**src/mss_pkg.sv**
```systemverilog
// shared constants and types of the master switch load sequencer
package mss_pkg;

  // -------------------------------------------------------------------
  // widths
  // -------------------------------------------------------------------
  localparam int NUM_OUT = 4;
  localparam int CNT_W = 5;
  localparam int STEP_W = 13;
  localparam int CUR_W = 9;
  localparam int PRESC_W = 23;

  // -------------------------------------------------------------------
  // timing
  // -------------------------------------------------------------------
  localparam int CLK_HZ = 40_000_000;
  localparam int TENTH_MS = 100;
  localparam int TENTH_CYCLES = TENTH_MS * (CLK_HZ / 1000);
  localparam int FLASH_HALF_MS = 125;
  localparam int FLASH_HALF_CYCLES = FLASH_HALF_MS * (CLK_HZ / 1000);

  // -------------------------------------------------------------------
  // configuration limits and defaults, step values in tenths of a second
  // -------------------------------------------------------------------
  localparam logic [STEP_W-1:0] STEP_MIN_TENTHS = 13'h0001;
  localparam logic [STEP_W-1:0] STEP_MAX_TENTHS = 13'h1770;
  localparam logic [STEP_W-1:0] STEP_DEF_TENTHS = 13'h000a;
  localparam logic [CNT_W-1:0] CNT_DEF_MAX = 5'h02;
  localparam logic [CNT_W-1:0] LEVEL_MIN = 5'h01;
  localparam logic [CNT_W-1:0] CNT_RESET = 5'h00;

  // -------------------------------------------------------------------
  // load current limits, in tenths of an ampere
  // -------------------------------------------------------------------
  localparam logic [CUR_W-1:0] CUR_OVER_LIMIT = 9'h0c8;
  localparam logic [CUR_W-1:0] CUR_OPEN_LIMIT = 9'h00a;

  // -------------------------------------------------------------------
  // sequencer states
  // -------------------------------------------------------------------
  typedef enum logic [1:0] {
    MSS_OFF,
    MSS_RAMP_UP,
    MSS_FULL,
    MSS_RAMP_DOWN
  } mss_seq_state_t;

endpackage

```
**src/mss_step_if.sv**
```systemverilog
// step interval request and tick between sequencer and interval timer
interface mss_step_if;
  logic [mss_pkg::STEP_W-1:0] interval_tenths;
  logic restart;
  logic step;

  modport ctrl (
    output interval_tenths,
    output restart,
    input step
  );

  modport timer (
    input interval_tenths,
    input restart,
    output step
  );
endinterface

```
**src/mss_sequencer_top.sv**
```systemverilog
// master switch load sequencer with per-output fault flashing
module mss_sequencer_top #(
  parameter int unsigned TENTH_CYCLES = mss_pkg::TENTH_CYCLES,
  parameter int unsigned FLASH_HALF_CYCLES = mss_pkg::FLASH_HALF_CYCLES
) (
  input wire logic clk_sys,
  input wire logic rst,
  input wire logic master_switch,
  input wire logic key_accessory,
  input wire logic key_ignition,
  input wire logic [mss_pkg::NUM_OUT-1:0] load_switch,
  input wire logic [mss_pkg::NUM_OUT-1:0] out_bad_status,
  input wire logic [mss_pkg::NUM_OUT-1:0][mss_pkg::CUR_W-1:0] load_current,
  input wire logic [mss_pkg::CNT_W-1:0] cfg_max_count,
  input wire logic [mss_pkg::STEP_W-1:0] cfg_step_tenths,
  input wire logic [mss_pkg::NUM_OUT-1:0][mss_pkg::CNT_W-1:0] cfg_level,
  output logic [mss_pkg::NUM_OUT-1:0] load_enable,
  output logic [mss_pkg::NUM_OUT-1:0] fault_flash,
  output logic [mss_pkg::NUM_OUT-1:0] fault_active,
  output logic [mss_pkg::NUM_OUT-1:0] fault_open,
  output logic [mss_pkg::NUM_OUT-1:0] fault_overload,
  output logic master_indicator,
  output logic [mss_pkg::CNT_W-1:0] seq_count,
  output mss_pkg::mss_seq_state_t seq_state
);

  localparam int N = mss_pkg::NUM_OUT;
  localparam int PIN_W = 3 + 2 * mss_pkg::NUM_OUT;

  // -------------------------------------------------------------------
  // helper functions
  // -------------------------------------------------------------------

  function automatic logic [mss_pkg::CNT_W-1:0] level_eff(
    input logic [mss_pkg::CNT_W-1:0] lvl
  );
    logic [mss_pkg::CNT_W-1:0] res;
    res = lvl;
    if (lvl < mss_pkg::LEVEL_MIN) begin
      res = mss_pkg::LEVEL_MIN;
    end
    return res;
  endfunction

  function automatic logic current_over(
    input logic [mss_pkg::CUR_W-1:0] cur
  );
    return cur > mss_pkg::CUR_OVER_LIMIT;
  endfunction

  function automatic logic current_open(
    input logic [mss_pkg::CUR_W-1:0] cur
  );
    return cur < mss_pkg::CUR_OPEN_LIMIT;
  endfunction

  // -------------------------------------------------------------------
  // pin synchronisers
  // -------------------------------------------------------------------
  logic [PIN_W-1:0] pin_meta_reg;
  logic [PIN_W-1:0] pin_sync_reg;
  logic [N-1:0][mss_pkg::CUR_W-1:0] cur_meta_reg;
  logic [N-1:0][mss_pkg::CUR_W-1:0] cur_sync_reg;
  logic master_s;
  logic key_acc_s;
  logic key_ign_s;
  logic [N-1:0] switch_s;
  logic [N-1:0] bad_s;

  always_ff @(posedge clk_sys) begin
    if (rst) begin
      pin_meta_reg <= '0;
      pin_sync_reg <= '0;
    end else begin
      pin_meta_reg <= {master_switch, key_accessory, key_ignition, load_switch, out_bad_status};
      pin_sync_reg <= pin_meta_reg;
    end
  end

  // current words are slow analog readings; a torn sample lasts one cycle
  always_ff @(posedge clk_sys) begin
    if (rst) begin
      cur_meta_reg <= '0;
      cur_sync_reg <= '0;
    end else begin
      cur_meta_reg <= load_current;
      cur_sync_reg <= cur_meta_reg;
    end
  end

  assign master_s = pin_sync_reg[PIN_W-1];
  assign key_acc_s = pin_sync_reg[PIN_W-2];
  assign key_ign_s = pin_sync_reg[PIN_W-3];
  assign switch_s = pin_sync_reg[2*N-1:N];
  assign bad_s = pin_sync_reg[N-1:0];

  // -------------------------------------------------------------------
  // shared configuration
  // -------------------------------------------------------------------
  logic [mss_pkg::CNT_W-1:0] max_eff;
  logic [mss_pkg::STEP_W-1:0] step_eff;

  always_comb begin
    max_eff = cfg_max_count;
    if (cfg_max_count == mss_pkg::CNT_RESET) begin
      max_eff = mss_pkg::CNT_DEF_MAX;
    end
  end

  always_comb begin
    step_eff = cfg_step_tenths;
    if (cfg_step_tenths == '0) begin
      step_eff = mss_pkg::STEP_DEF_TENTHS;
    end else if (cfg_step_tenths < mss_pkg::STEP_MIN_TENTHS) begin
      step_eff = mss_pkg::STEP_MIN_TENTHS;
    end else if (cfg_step_tenths > mss_pkg::STEP_MAX_TENTHS) begin
      step_eff = mss_pkg::STEP_MAX_TENTHS;
    end
  end

  // -------------------------------------------------------------------
  // step interval timer
  // -------------------------------------------------------------------
  mss_step_if step_bus ();
  logic run_now;
  logic run_prev_reg;

  assign run_now = master_s && (key_acc_s || key_ign_s);

  always_ff @(posedge clk_sys) begin
    if (rst) begin
      run_prev_reg <= 1'b0;
    end else begin
      run_prev_reg <= run_now;
    end
  end

  assign step_bus.interval_tenths = step_eff;
  // a reversal restarts the interval; a step already pending in the reversal cycle moves the count at once
  assign step_bus.restart = run_now != run_prev_reg;

  mss_step_timer #(
    .TENTH_CYCLES(TENTH_CYCLES)
  ) u_timer (
    .clk_sys(clk_sys),
    .rst(rst),
    .bus(step_bus.timer)
  );

  // -------------------------------------------------------------------
  // sequence counter
  // -------------------------------------------------------------------
  logic [mss_pkg::CNT_W-1:0] count_reg;
  logic [mss_pkg::CNT_W-1:0] count_next;

  always_comb begin
    count_next = count_reg;
    if (step_bus.step) begin
      if (run_now && (count_reg < max_eff)) begin
        count_next = count_reg + 1'b1;
      end else if (run_now && (count_reg > max_eff)) begin
        // maximum lowered while running: walk down to it
        count_next = count_reg - 1'b1;
      end else if (!run_now && (count_reg != mss_pkg::CNT_RESET)) begin
        count_next = count_reg - 1'b1;
      end
    end
    // hold at maximum is the fall-through case
  end

  always_ff @(posedge clk_sys) begin
    if (rst) begin
      count_reg <= mss_pkg::CNT_RESET;
    end else begin
      count_reg <= count_next;
    end
  end

  assign seq_count = count_reg;

  // -------------------------------------------------------------------
  // sequencer state
  // -------------------------------------------------------------------
  mss_pkg::mss_seq_state_t state_reg;
  mss_pkg::mss_seq_state_t state_next;

  always_comb begin
    state_next = state_reg;
    case (state_reg)
      mss_pkg::MSS_OFF: begin
        if (run_now) begin
          state_next = mss_pkg::MSS_RAMP_UP;
        end
      end
      mss_pkg::MSS_RAMP_UP: begin
        if (!run_now) begin
          state_next = mss_pkg::MSS_RAMP_DOWN;
        end else if (count_next == max_eff) begin
          state_next = mss_pkg::MSS_FULL;
        end
      end
      mss_pkg::MSS_FULL: begin
        if (!run_now) begin
          state_next = mss_pkg::MSS_RAMP_DOWN;
        end else if (count_next != max_eff) begin
          state_next = mss_pkg::MSS_RAMP_UP;
        end
      end
      mss_pkg::MSS_RAMP_DOWN: begin
        if (run_now) begin
          state_next = mss_pkg::MSS_RAMP_UP;
        end else if (count_next == mss_pkg::CNT_RESET) begin
          state_next = mss_pkg::MSS_OFF;
        end
      end
      default: begin
        state_next = mss_pkg::MSS_OFF;
      end
    endcase
  end

  always_ff @(posedge clk_sys) begin
    if (rst) begin
      state_reg <= mss_pkg::MSS_OFF;
    end else begin
      state_reg <= state_next;
    end
  end

  assign seq_state = state_reg;

  // -------------------------------------------------------------------
  // master indicator
  // -------------------------------------------------------------------

  always_ff @(posedge clk_sys) begin
    if (rst) begin
      master_indicator <= 1'b0;
    end else begin
      master_indicator <= count_reg != mss_pkg::CNT_RESET;
    end
  end

  // -------------------------------------------------------------------
  // fast flash phase
  // -------------------------------------------------------------------
  logic [mss_pkg::PRESC_W-1:0] flash_cnt_reg;
  logic flash_phase_reg;
  logic flash_wrap;

  assign flash_wrap = flash_cnt_reg == mss_pkg::PRESC_W'(FLASH_HALF_CYCLES - 1);

  always_ff @(posedge clk_sys) begin
    if (rst || flash_wrap) begin
      flash_cnt_reg <= '0;
    end else begin
      flash_cnt_reg <= flash_cnt_reg + 1'b1;
    end
  end

  always_ff @(posedge clk_sys) begin
    if (rst) begin
      flash_phase_reg <= 1'b0;
    end else if (flash_wrap) begin
      flash_phase_reg <= !flash_phase_reg;
    end
  end

  // -------------------------------------------------------------------
  // per-output enable and diagnostics
  // -------------------------------------------------------------------
  genvar gi;
  generate
    for (gi = 0; gi < N; gi++) begin : g_out
      logic [mss_pkg::CNT_W-1:0] level;
      logic seq_ok;
      logic over_now;
      logic open_now;
      logic fault_now;

      assign level = level_eff(cfg_level[gi]);
      assign seq_ok = count_reg >= level;

      always_ff @(posedge clk_sys) begin
        if (rst) begin
          load_enable[gi] <= 1'b0;
        end else begin
          load_enable[gi] <= seq_ok && switch_s[gi];
        end
      end

      // current checks only mean something while the output is driven
      // overload while on
      assign over_now = load_enable[gi] && current_over(cur_sync_reg[gi]);
      assign open_now = load_enable[gi] && current_open(cur_sync_reg[gi]);
      assign fault_now = bad_s[gi] || over_now || open_now;

      always_ff @(posedge clk_sys) begin
        if (rst) begin
          fault_overload[gi] <= 1'b0;
          fault_open[gi] <= 1'b0;
        end else begin
          fault_overload[gi] <= over_now;
          fault_open[gi] <= open_now;
        end
      end

      always_ff @(posedge clk_sys) begin
        if (rst) begin
          fault_active[gi] <= 1'b0;
          fault_flash[gi] <= 1'b0;
        end else begin
          fault_active[gi] <= fault_now;
          fault_flash[gi] <= fault_now && flash_phase_reg;
        end
      end
    end
  endgenerate

endmodule

```
**src/mss_step_timer.sv**
```systemverilog
// free-running step interval timer with restart
module mss_step_timer #(
  parameter int unsigned TENTH_CYCLES = mss_pkg::TENTH_CYCLES
) (
  input wire logic clk_sys,
  input wire logic rst,
  mss_step_if.timer bus
);

  logic [mss_pkg::PRESC_W-1:0] presc_reg;
  logic [mss_pkg::STEP_W-1:0] tenth_reg;
  logic tenth_done;
  logic interval_done;

  // -------------------------------------------------------------------
  // tenth-second prescaler
  // -------------------------------------------------------------------
  assign tenth_done = (presc_reg == mss_pkg::PRESC_W'(TENTH_CYCLES - 1));

  always_ff @(posedge clk_sys) begin
    if (rst || bus.restart || tenth_done) begin
      presc_reg <= '0;
    end else begin
      presc_reg <= presc_reg + 1'b1;
    end
  end

  // -------------------------------------------------------------------
  // tenths counted against the interval
  // -------------------------------------------------------------------
  assign interval_done = tenth_done && (tenth_reg >= bus.interval_tenths - 1'b1);

  always_ff @(posedge clk_sys) begin
    if (rst || bus.restart || interval_done) begin
      tenth_reg <= '0;
    end else if (tenth_done) begin
      tenth_reg <= tenth_reg + 1'b1;
    end
  end

  always_ff @(posedge clk_sys) begin
    if (rst || bus.restart) begin
      bus.step <= 1'b0;
    end else begin
      bus.step <= interval_done;
    end
  end

endmodule
```
**config.mk**
```make
export PLATFORM = sky130hd
export DESIGN_NAME = mss_sequencer_top
export DESIGN_NICKNAME = d
export VERILOG_FILES = /design/src/mss_pkg.sv /design/src/mss_step_if.sv /design/src/mss_sequencer_top.sv /design/src/mss_step_timer.sv
export SDC_FILE = /design/constraint.sdc
export NUM_CORES = 1
export LEC_CHECK = 0
export ABC_AREA = 1
export BUFFER_PORTS_ARGS = -buffer_cell sky130_fd_sc_hd__buf_2
export CELL_PAD_IN_SITES_DETAIL_PLACEMENT = 0
export CELL_PAD_IN_SITES_GLOBAL_PLACEMENT = 2
export CORE_ASPECT_RATIO = 1.25
export CORE_MARGIN = 2
export CORE_UTILIZATION = 33
export DETAILED_ROUTE_END_ITERATION = 6
export HOLD_SLACK_MARGIN = 0.08
export PLACE_DENSITY_LB_ADDON = 0.1
export SLEW_MARGIN = 20
export SYNTH_ARGS = -nofsm -noshare
export SYNTH_HDL_FRONTEND = slang
export SYNTH_SLANG_ARGS = --single-unit
```
**constraint.sdc**
```tcl
create_clock -name clk_sys -period 4.24 [get_ports clk_sys]
set_clock_uncertainty 0.05 [all_clocks]
set_input_delay 0.636 -clock clk_sys [delete_from_list [all_inputs] [get_ports clk_sys]]
set_output_delay 0.636 -clock clk_sys [all_outputs]
set_load 0.01 [all_outputs]
```
; Word level (Yosys, flattened, before mapping)
; Index checks and enable logic that the tools add are counted.
[op_classes]
eq_ne = 12
order_cmp = 21
reduce_logical = 42
addsub = 6
mux = 20
[op_table]
columns = cell, count
row1 = $add A23 B1 Y23 const B, 2
row2 = $mux W5, 9
row3 = $mux W13, 3
row4 = $gt A9 B8 Y1 const B, 4
row5 = $lt A9 B4 Y1 const B, 4
row6 = $eq A23 B22 Y1 const B, 1
row7 = $eq A23 B23 Y1 const B, 1
row8 = $logic_and A1 B1 Y1, 21
row9 = $ge A5 B5 Y1, 4
row10 = $lt A5 B1 Y1 const B, 4
row11 = $mux W2, 7
row12 = $add A13 B1 Y13 const B, 1
row13 = $ge A13 B13 Y1, 1
row14 = $gt A13 B13 Y1 const B, 1
row15 = $logic_not A13 Y1, 1
row16 = $logic_or A1 B1 Y1, 13
row17 = $lt A13 B1 Y1 const B, 1
row18 = $sub A13 B1 Y13 const B, 1
row19 = $logic_not A5 Y1, 2
row20 = $ne A3 B3 Y1 const B, 3
row21 = $pmux W2 S4, 1
row22 = $add A5 B1 Y5 const B, 1
row23 = $eq A5 B5 Y1, 1
row24 = $gt A5 B5 Y1, 1
row25 = other kinds (11), 13
[totals]
inputBits = 87
elab_cells = 140
output_inout_bits = 28
regBits = 184

; Logic depth before layout (Yosys ltp)
; Gate-level depths: netlist of the first run.
[depth]
depth_word = 12
mapped_depth = 24
mapped_depth_nobuf = 23

; Hierarchy
; A second synthesis of the first run with hierarchy kept.
[hier_totals]
cells_unflattened = 1207
hier_area_um2 = 8710.9
[modules_own_cells]
columns = mod, cells_each, instances, seq_area_each_um2, area_each_um2
row1 = mss_sequencer_top, 796, 1, 2942.8, 6113.4
row2 = mss_step_timer, 411, 1, 740.7, 2597.5

; Worst setup path after synthesis of the first run
; Ideal clock, no wire load.
[synth_timing]
path_kind = input-to-reg
from = input port cfg_step_tenths[6] (netlist name)
to = register u_timer.tenth_reg[8] (netlist name)
setup_time_ns = 0.128
n_path_buf = 1
required_time_ns = 4.062
cell_stages = 23
t_arrival_ns = 3.211
setup_slack_ns = 0.852
cell_sequence = inv_1 -> nor2_1 -> nand2_1 -> a21oi_1 -> o21ai_4 -> nand2_1 -> nand2_1 -> inv_1 -> ha_1 -> inv_1 -> nor2_2 -> nand2_1 -> nor3_2 -> xor2_1 -> ha_1 -> nand2_1 -> nor4_1 -> o21ai_0 -> nand2_1 -> o21ai_0 -> nand2_1 -> clkbuf_1 -> nor2_1
[synth_via]
elab_chain_len = 8
word_cells_on_any_way = 10
[synth_lines]
columns = item, line
row1 = "start, declared", mss_sequencer_top.sv:15  ; input wire logic [mss_pkg::STEP_W-1:0] cfg_step_tenths,
row2 = $gt A13 B13 Y1, mss_sequencer_top.sv:116  ; end else if (cfg_step_tenths > mss_pkg::STEP_MAX_TENTHS) begin
row3 = $mux W13, mss_sequencer_top.sv:116
row4 = $mux W13, mss_sequencer_top.sv:114  ; end else if (cfg_step_tenths < mss_pkg::STEP_MIN_TENTHS) begin
row5 = $mux W13 *, mss_sequencer_top.sv:112  ; if (cfg_step_tenths == '0) begin
row6 = $sub A13 B1 Y13 *, mss_step_timer.sv:31  ; assign interval_done = tenth_done && (tenth_reg >= bus.interval_tenths - 1'b1);
row7 = $ge A13 B13 Y1 *, mss_step_timer.sv:31
row8 = $logic_and A1 B1 Y1 *, mss_step_timer.sv:31
row9 = $logic_or A1 B1 Y1 *, mss_step_timer.sv:34  ; if (rst || bus.restart || interval_done) begin
row10 = "end signal, assigned", mss_step_timer.sv:37  ; tenth_reg <= tenth_reg + 1'b1;
row11 = "end, declared", mss_step_timer.sv:11  ; logic [mss_pkg::STEP_W-1:0] tenth_reg;
; Every way passes the cells marked *; elsewhere a longest branch is shown, timed or not.
; A chain may end at the register's enable or synchronous reset.

; Worst setup path after layout of the first run
[layout_timing]
from = input port cfg_step_tenths[0] (netlist name)
to = register u_timer.tenth_reg[10] (netlist name)
; Same word-level chain as after synthesis.

==> metrics.md, run 1 <==
| Metric | Value |
|---|---|
| Status | finished clean |
| FF+latch count, synth | 184 |
| Peak supply drop | 285 uV |
| Nets | 1359 |
| Crit end category | flip-flop |
| Final HPWL DP | 14300 um |
| Initial drt markers | 249 |
| Initial Util | 33.7% |
| Io pins | 115 |
| Synthesized Nets | 1242 |
| Die height | 184 um |
| N_diodes | 0 |
| R2R Path Start | seq_count[3] |
| CTS root buf | clkbuf_16 |
| Final wirelength | 18500 um |
| IO buf count | 114 |
| Largest net degree at the start of global routing | 67 |
| Mapped Area | 0.00853 mm2 |
| Count of final hold-check violations | 0 |
| CP max stage cell | nand2_1 |
| GR Overflow Total | 0 |
| Vias | 6795 |
| Synth cell types | 49 |
| Total track usage | 14.1% |
| Total power | 3640 uW |
| Setup TNS | 0 ns |
| Area grow syn2layout | 17.6% |
| Post-route clock period utilization | 83.7% |
| Vias in the first global route | 6515 |
| Final setup violation count | 0 |
| WP data required | 4.53 ns |
| CP startpoint | cfg_step_tenths[0] |
| DRC Markers | 0 |
| DR vias/cell | 4.31 |
| CP Data Arrival Time | 3.84 ns |
| Static Leak | 0.00473 uW |
| Max Cap Viol | 0 |
| First-pass GRT wire length | 30900 um |
| EDFF count, synth | 0 |
| RSZ-0062 raised after global routing | no |
| Hold WS | 0.347 ns |
| Sequential share of the synthesized area | 43.2% |
| Maximum root-to-sink buffer count | 2 |
| Rel. slew slack | 56.0% |
| CTS tree | yes |
| Post-CTS Setup Inserts | 0 |
| Worst skew pair latency | 0.43 ns |
| Mean post-synth cell area | 7.67 um2 |
| Final Max Slew Viols | 0 |
| Cell total after placement | 1544 |
| Avg WL per Cell | 11.8 um |
| Synth warnings | 0 |
| Die width | 148 um |
| Final Critical Period | 3.55 ns |
| Post-synth top flop | dfxtp_1 |
| Worst-path clk slew | 0.08 ns |
| Pwr Density | 363 mW/mm2 |
| Core Rows | 65 |
| # resized after CTS | 0 |
| Gate Count Post-Synth | 1111 |
| Area of the core | 0.0253 mm2 |
| GP Congestion | 0.728 |
| CP bufs+invs | 2 |
| Hold Path Class | reg -> reg |
| CTS sink count | 184 |
| Die area | 0.0271 mm2 |
| Crit Path Category | in -> reg |
| CP peak stage delay | 0.36 ns |
| Final Non-Filler Cells | 1575 |
| Initial antenna violation count | 2 |
| First-pass DRT Iterations | 5 |
| Worst slew pin tran | 0.660 ns |
| Total CTS buffers | 17 |
| Cell mode on critical path | nand2_1 |
| DRT antenna net count | 0 |
| Hold_buf cts | 0 |
| Crit path max fanout | 13 |
| Worst hold start | pin_meta_reg[6] |
| H-Tree Level Count | 4 |
| FFs w/ async S/R, synth | 0% |
| Worst path cell trace | buf_2 > nor2_1 > nand2_1 > nand2_1 > a21oi_1 > o21ai_4 > inv_4 > nor2_2 > nand2_1 > nor4_2 > nand2_1 > nor3_2 > xor2_1 > ha_1 > nand2_1 > nor2_1 > nand2_1 > o211a_1 > nand2_1 > o21ai_0 > nand2_1 > a221oi_1 |
| Fmax achieved | 282 MHz |
| CP Launch Type | input pin |
| Layout cells sized above 1 | 18.9% |
| Delay-heaviest family, CP | simple AND/OR/NAND/NOR gates |
path summary, 6_finish.rpt:
| check | end | slack [ns] | cells past startpoint |
|---|---|---|---|
| min reg2reg | pin_sync_reg[6] | 0.35 | 2 |
| max reg2reg | seq_state[1] | 1.48 | 18 |
| min | pin_sync_reg[6] | 0.35 | 2 |
| max | u_timer.tenth_reg[10] | 0.69 | 22 |
cells in the mapped netlist (6+ instances only):
| master | count | area (um2) |
|---|---|---|
| inv_1 | 208 | 781 |
| nor2_1 | 191 | 717 |
| dfxtp_1 | 184 | 3680 |
| nand2_1 | 144 | 541 |
| a21oi_1 | 54 | 270 |
| ha_1 | 44 | 551 |
| nand3_1 | 35 | 175 |
| nand4_1 | 25 | 156 |
| nor3_1 | 23 | 115 |
| o21ai_0 | 21 | 105 |
| xor2_1 | 19 | 166 |
| nand2_2 | 14 | 87.6 |
| nor2_2 | 14 | 87.6 |
| nand3_2 | 13 | 130 |
| clkbuf_1 | 10 | 37.5 |
| inv_2 | 9 | 33.8 |
| o21a_1 | 9 | 67.6 |
| nor2_4 | 7 | 78.8 |
| nor3b_1 | 7 | 52.6 |
| nand3b_1 | 6 | 45.0 |
routing by layer:
layer | track usage (%) | vias up | routed length, um
met5 | 0 | - | 30
met4 | 4.15 | 4 | 214
met3 | 3.42 | 18 | 689
met2 | 24.9 | 86 | 8940
met1 | 17.1 | 2964 | 8650
li1 | - | 3723 | -
per-stage QoR:
step | instance area (um2) | setup slack [ns] | utilization, %
floorplan | 8530 | 0.852 | -
global placement | 9460 | 0.245 | 37.4
detailed placement | 9460 | 0.186 | 37.4
CTS | 10000 | 0.671 | 39.6
global route | 10000 | 0.206 | 39.6
finish | 10000 | 0.689 | 39.6
placed cells by master (no fill, tap or decap), drive strengths merged, types with 5 or more instances in the layout:
cell	Yosys	routed
nor2	212	212
nor3	30	30
nor3b	8	8
nand2	159	159
nand4	27	27
nand3b	6	6
clkbuf	10	20
nor4	9	9
a21oi	54	54
or2	6	6
xor2	19	19
ha	44	44
buf	8	116
xnor2	5	5
inv	220	226
o21a	9	9
dfxtp	184	184
o21ai	27	27
nand3	50	50
power by group:
part	switching [uW]	leakage, uW	internal (uW)
logic	182	0.00295	118
registers	22.4	0.00150	1780
clock network	716	0.000277	817
worst register-to-register path, cell delays in order, from the launching register on:
cell and delay (ns):
dfxtp_1 0.68, ha_1 0.35, nand2_2 0.10, inv_2 0.04, a21oi_1 0.21, nand3_2 0.18
nand3_2 0.13, nand2_1 0.07, nand2_2 0.08, nand2_1 0.07, nand2_1 0.09, nand2_2 0.07
nor2_4 0.11, nand3_2 0.09, nand3_2 0.07, nand3_2 0.09, nand2_1 0.07, nand2_1 0.04
nor2_1 0.10
layout make-up:
| class | instances | area [um2] |
|---|---|---|
| fill | 2679 | 15300 |
| timing repair buffer | 116 | 588 |
| clock inverter | 11 | 104 |
| multi-input combinational | 688 | 3930 |
| clock buffer | 20 | 467 |
| inverter | 221 | 837 |
| sequential | 184 | 3680 |
| tap | 335 | 419 |
cells by family after synthesis:
logic type               Yosys count  synth area share, %
AO/OA/AOI/OAI                    112                 8.06
AND/OR/NAND/NOR                  508                 29.1
buffers and inverters            239                 10.7
XOR/XNOR                          24                 2.47
adder cells (fa/ha/maj)           44                 6.46
flip-flops                       184                 43.2
Power figures use the tool's default switching activity.
==> inputs of run 2 (changes only) <==
--- a/config.mk
+++ b/config.mk
@@ -5,13 +5,13 @@
 export SDC_FILE = /design/constraint.sdc
 export NUM_CORES = 1
 export LEC_CHECK = 0
-export ABC_AREA = 1
+export ABC_AREA = 0
 export BUFFER_PORTS_ARGS = -buffer_cell sky130_fd_sc_hd__buf_2
 export CELL_PAD_IN_SITES_DETAIL_PLACEMENT = 0
 export CELL_PAD_IN_SITES_GLOBAL_PLACEMENT = 2
 export CORE_ASPECT_RATIO = 1.25
 export CORE_MARGIN = 2
-export CORE_UTILIZATION = 33
+export CORE_UTILIZATION = 32
 export DETAILED_ROUTE_END_ITERATION = 6
 export HOLD_SLACK_MARGIN = 0.08
 export PLACE_DENSITY_LB_ADDON = 0.1
==> constraint.sdc (replaced) <==
create_clock -name clk_sys -period 2.95 [get_ports clk_sys]
set_clock_uncertainty 0.05 [all_clocks]
set_input_delay 0.4425 -clock clk_sys [delete_from_list [all_inputs] [get_ports clk_sys]]
set_output_delay 0.4425 -clock clk_sys [all_outputs]
set_load 0.01 [all_outputs]
==> metrics.md, run 2 <==
| Metric | Value |
|---|---|
| Status | finished, violations left |
| Failing checks | negative setup slack |
| Layout cells sized above 1 | 26.5% |
| Hold Path Class | in -> reg |
| Pwr Density | 517 mW/mm2 |
| M2 GR Usage | 24.5% |
| N_diodes | 0 |
| Io pins | 115 |
| Mapped Area | 0.00786 mm2 |
| Post-route clock period utilization | 115% |
| Largest net degree at the start of global routing | 98 |
| Met3 Usage GRT | 2.94% |
| First-pass DRT Iterations | 4 |
| Area of the core | 0.0243 mm2 |
| Initial drt markers | 279 |
| Hold WS | 0.173 ns |
| Count of final hold-check violations | 0 |
| Total track usage | 14.2% |
| CP Data Arrival Time | 3.67 ns |
| CTS tree | yes |
| Final Cell Area | 0.0101 mm2 |
| DRC Markers | 0 |
| Worst skew pair latency | 0.42 ns |
| R2R cell count | 10 |
| Crit end category | flip-flop |
| Synth area leader | dfxtp_1 |
| Final Max Slew Viols | 0 |
| Crit Path Category | in -> reg |
| Setup TNS | -5.69 ns |
| Fmax achieved | 296 MHz |
| Die width | 144 um |
| Most frequent cell after synthesis | dfxtp_1 |
| Max Cap Viol | 0 |
| Synth top area cells | dfxtp_1 47%, nor2b_1 8.3%, ha_1 7.0% |
| FFs w/ async S/R, synth | 0% |
| Worst-path clk slew | 0.07 ns |
| Final setup violation count | 14 |
| DR vias/cell | 4.55 |
| Worst slew pin tran | 0.463 ns |
| WP data required | 3.24 ns |
| Post-synth top flop | dfxtp_1 |
| Gate Count Post-Synth | 832 |
| Initial antenna violation count | 0 |
| IO buf count | 114 |
| Initial Util | 32.3% |
| CTS root buf | clkbuf_16 |
| Setup ws final | -0.430 ns |
| GP Congestion | 0.826 |
| Post-synth top cells | 184 x dfxtp_1, 104 x nor2b_1, 85 x nor2_1, 44 x ha_1, 39 x nand2_1 |
| Top-area cell type share of the netlist area | 46.8% |
| Sequential share of the synthesized area | 46.8% |
| Synth cell types | 64 |
| GRT met1 Usage | 17.5% |
| Placed Area | 0.00930 mm2 |
| Mean post-synth cell area | 9.45 um2 |
| GR Overflow Total | 0 |
| Vias in the first global route | 5972 |
| RSZ-0062 raised after global routing | yes |
| Commonest non-fill, non-tap cell in the layout | dfxtp_1 |
| Static Leak | 0.00428 uW |
| Final Critical Period | 3.38 ns |
| First-pass GRT wire length | 28900 um |
| Peak supply drop | 392 uV |
| Leading cell types in the layout, fill and taps excluded | 184 x dfxtp_1, 110 x buf_2, 102 x nor2b_1, 84 x nor2_1, 66 x buf_4 |
| CP Launch Type | input pin |
| Synthesized Nets | 963 |
| DRT antenna net count | 0 |
| Total power | 5220 uW |
| Core Rows | 64 |
| H-Tree Level Count | 4 |
| Total CTS buffers | 17 |
| Die height | 179 um |
| Hold_buf cts | 0 |
| Avg WL per Cell | 13.1 um |
| Final HPWL DP | 13300 um |
| Final wirelength | 17700 um |
| Nets | 1135 |
| CTS sink count | 184 |
| FF+latch count, synth | 184 |
| EDFF count, synth | 0 |
| Gr busiest metal | met2 |
| Synth warnings | 0 |
| Area grow syn2layout | 28.2% |
| Rel. slew slack | 68.8% |
| Vias | 6126 |
| Pre-CTS setup slack | -1.08 ns |
| Die area | 0.0259 mm2 |
| Maximum root-to-sink buffer count | 2 |
| WHS Path Cells | 2 |
| Crit path max fanout | 5 |
==> run 2: logic make-up (layout without fill, tap and decap cells) <==
logic type                 after synthesis  count (layout)  share of synthesized area, %
AOI/OAI and AO/OA                       99              99                          8.32
xor gates and xnor gates                65              65                          7.51
adders and majority gates               44              44                          7.00
buffers and inverters                   65             250                          3.79
DFF                                    184             184                          46.8
muxes                                    4               4                         0.605
and+or+nand+nor                        371             371                          25.9
==> run 2: worst max-delay path, stage by stage <==
cell and delay (ns):
buf_6 0.09, or4_4 0.56, a41oi_2 0.16, nor2_2 0.08, o21ai_4 0.20, nand2_2 0.10, ha_4 0.26, ha_4 0.23
nor2b_4 0.12, o21a_1 0.17, o21a_1 0.16, o21a_1 0.17, o21ai_2 0.11, a21o_1 0.15, a21oi_2 0.05, o31a_1 0.35
buf_6 0.17, nor3_2 0.11
==> run 2: worst paths after layout <==
| check | start | end | slack (ns) |
|---|---|---|---|
| setup / recovery | cfg_step_tenths[2] | u_timer.tenth_reg[10] | -0.43 |
| hold / removal | load_current[3] | cur_meta_reg[3] | 0.17 |
| setup reg to reg | seq_count[3] | seq_state[0] | 0.09 |
| hold reg to reg | pin_meta_reg[10] | pin_sync_reg[10] | 0.38 |
==> run 2: stage by stage <==
| stage | utilization, % | cells |
|---|---|---|
| after floorplan | - | 832 |
| after global placement | 38.2 | 1312 |
| after detailed placement | 38.2 | 1312 |
| after CTS | 41.2 | 1347 |
| after global routing | 41.4 | 1347 |
| final | 41.4 | 1347 |
==> run 2: what timing repair did <==
action / in CTS / in global routing
endpoints found under the setup margin: 16 / 16
gates resized for setup: 27 / 9
pin swaps: 14 / 12
setup buffers: 3 / 0
==> run 2: layout make-up <==
cell class | instances | area (um2)
multi-input combinational | 583 | 4130
sequential | 184 | 3680
clock inverter | 14 | 153
clock buffer | 18 | 439
timing repair buffer | 183 | 1130
fill | 2510 | 14300
inverter | 35 | 134
tap | 330 | 413
==> run 2: power breakdown <==
| part | internal [uW] | switching [uW] | leakage (uW) | total [uW] |
|---|---|---|---|---|
| registers | 2560 | 28.8 | 0.00150 | 2580 |
| logic | 197 | 181 | 0.00249 | 378 |
| clock network | 1220 | 1030 | 0.000287 | 2250 |
| total | 3980 | 1240 | 0.00428 | 5220 |
==> run 2: layer usage <==
metal	vias up	wire length [um]
met2	122	8720
met5	-	0
li1	3162	-
met3	17	754
met1	2825	7900
met4	0	289
==> inputs of run 3 (changes only) <==
--- a/config.mk
+++ b/config.mk
@@ -15,6 +15,7 @@
 export DETAILED_ROUTE_END_ITERATION = 6
 export HOLD_SLACK_MARGIN = 0.08
 export PLACE_DENSITY_LB_ADDON = 0.1
+export RECOVER_POWER = 50
 export SLEW_MARGIN = 20
 export SYNTH_ARGS = -nofsm -noshare
 export SYNTH_HDL_FRONTEND = slang
==> metrics.md, run 3 (same netlist as run 2, synthesis figures left out) <==
| Metric | Value |
|---|---|
| Status | finished, violations left |
| Failing checks | negative setup slack |
| Nets | 1135 |
| CTS root buf | clkbuf_16 |
| DR vias/cell | 4.53 |
| Initial Util | 32.3% |
| First-pass GRT wire length | 28900 um |
| CP Launch Type | input pin |
| Hold_buf cts | 0 |
| Total track usage | 14.2% |
| Flop pwr share | 49.6% |
| Hold path endpoint | cur_meta_reg[3] |
| CTS sink count | 184 |
| Hold WS | 0.171 ns |
| Total power | 5210 uW |
| Vias in the first global route | 5972 |
| Worst skew pair latency | 0.43 ns |
| Final wirelength | 17700 um |
| Static Leak | 0.00428 uW |
| Initial antenna violation count | 0 |
| Commonest non-fill, non-tap cell in the layout | dfxtp_1 |
| Final Max Slew Viols | 0 |
| R2R cell count | 10 |
| Fill cell count | 2513 |
| Die width | 144 um |
| Die area | 0.0259 mm2 |
| Die height | 179 um |
| Uppermost routed layer | met4 |
| Crit end category | flip-flop |
| Clock share of power | 43.2% |
| Worst hold start | load_current[3] |
| DR WL met3 | 657 um |
| Met2 wire len | 8810 um |
| Largest net degree at the start of global routing | 98 |
| GR Overflow Total | 0 |
| Final Non-Filler Cells | 1347 |
| Hold Path Class | in -> reg |
| Total CTS buffers | 17 |
| R2R Path Start | seq_count[3] |
| Internal power | 3970 uW |
| DRT antenna net count | 0 |
| IO buf count | 114 |
| Max Cap Viol | 0 |
| Fmax achieved | 296 MHz |
| N_diodes | 0 |
| Area of the core | 0.0243 mm2 |
| Crit path max fanout | 5 |
| CP Data Arrival Time | 3.68 ns |
| Sw Pwr | 1240 uW |
| Setup TNS | -5.67 ns |
| Vias | 6105 |
| RSZ-0062 raised after global routing | yes |
| Io pins | 115 |
| Leading cell types in the layout, fill and taps excluded | 184 x dfxtp_1, 110 x buf_2, 102 x nor2b_1, 84 x nor2_1, 65 x buf_4 |
| WP data required | 3.25 ns |
| WHS Path Cells | 2 |
| Layout cells sized above 1 | 26.5% |
| Post-route clock period utilization | 114% |
| Final HPWL DP | 13300 um |
| H-Tree Level Count | 4 |
| Comb pwr share | 7.2% |
| Rel. slew slack | 19.8% |
| Final core occ | 41.4% |
| Count of final hold-check violations | 0 |
| First-pass DRT Iterations | 4 |
| RR Endpoint | seq_state[0] |
| Crit Path Category | in -> reg |
| Area grow syn2layout | 28.0% |
| Cell total after placement | 1312 |
| Final Critical Period | 3.38 ns |
| Worst slew pin tran | 1.20 ns |
| Final setup violation count | 14 |
| Avg WL per Cell | 13.1 um |
| Worst-path clk slew | 0.07 ns |
| FF-to-FF setup slack | 0.09 ns |
| CP startpoint | cfg_step_tenths[2] |
| CTS tree | yes |
| Pwr Density | 518 mW/mm2 |
| DRC Markers | 0 |
| Wire length on met1 | 7960 um |
| Maximum root-to-sink buffer count | 2 |
| Setup ws final | -0.428 ns |
| Core Rows | 64 |
| Sw frac | 23.7% |
| Initial drt markers | 284 |
| GP Congestion | 0.826 |
| Peak supply drop | 391 uV |
## run 3: cell types whose count changed in the layout (fill, tap and decap cells not counted), sizes merged
cell    change
buf         -2
clkbuf      +2
## run 3: repair_timing
item / CTS / global route
setup endpoints to repair: 16 / 16
pin swaps: 14 / 12
buffers inserted: 3 / 0
resized for setup: 27 / 9
## run 3: layout make-up
cell class              count  area, um2  share of cell area (%)
clock buffers              18        439                    4.36
clock inverters            14        153                    1.52
inverters                  35        134                    1.33
multi-input cells         583       4130                    41.0
flip-flops and latches    184       3680                    36.6
well taps                 330        413                    4.10
repair buffers            183       1120                    11.1
## run 3: worst max-delay path by stage
stage / endpoint / slack (ns) / cells after the start
floorplan: u_timer.tenth_reg[10] / -0.75 / 17
global placement: u_timer.tenth_reg[12] / -1.0 / 18
detailed placement: u_timer.tenth_reg[1] / -1.08 / 20
CTS: u_timer.tenth_reg[0] / -0.47 / 18
global route: u_timer.tenth_reg[2] / -0.64 / 20
finish: u_timer.tenth_reg[10] / -0.43 / 18
## run 3: power by group through the flow
stage	sequential (uW)	clock, uW	combinational (uW)
after CTS	2580	2330	379
after global routing	2590	2440	420
final	2580	2250	375
after floorplan	2640	0	198
after global placement	2640	0	346
after detailed placement	2640	0	355
## run 3: worst max-delay path, stage by stage
cell	delay, ns
buf_6	0.09
or4_4	0.56
a41oi_2	0.16
nor2_2	0.08
o21ai_4	0.20
nand2_2	0.10
ha_4	0.26
ha_4	0.23
nor2b_4	0.12
o21a_1	0.17
o21a_1	0.16
o21a_1	0.17
o21ai_2	0.11
a21o_1	0.15
a21oi_2	0.05
o31a_1	0.35
buf_6	0.17
nor3_2	0.11
## run 3: metrics by stage
step | area, um2 | setup slack [ns]
after global placement | 9300 | -0.998
final | 10100 | -0.428
after floorplan | 7980 | -0.751
after detailed placement | 9300 | -1.08
after global routing | 10100 | -0.637
after CTS | 10000 | -0.475
## run 3: per-layer routing
metal / track usage [%] / vias to the layer above
met1: 17.5 / 2820
met4: 4.94 / 0
met5: 0 / -
met2: 24.5 / 111
met3: 2.94 / 12
li1: - / 3162
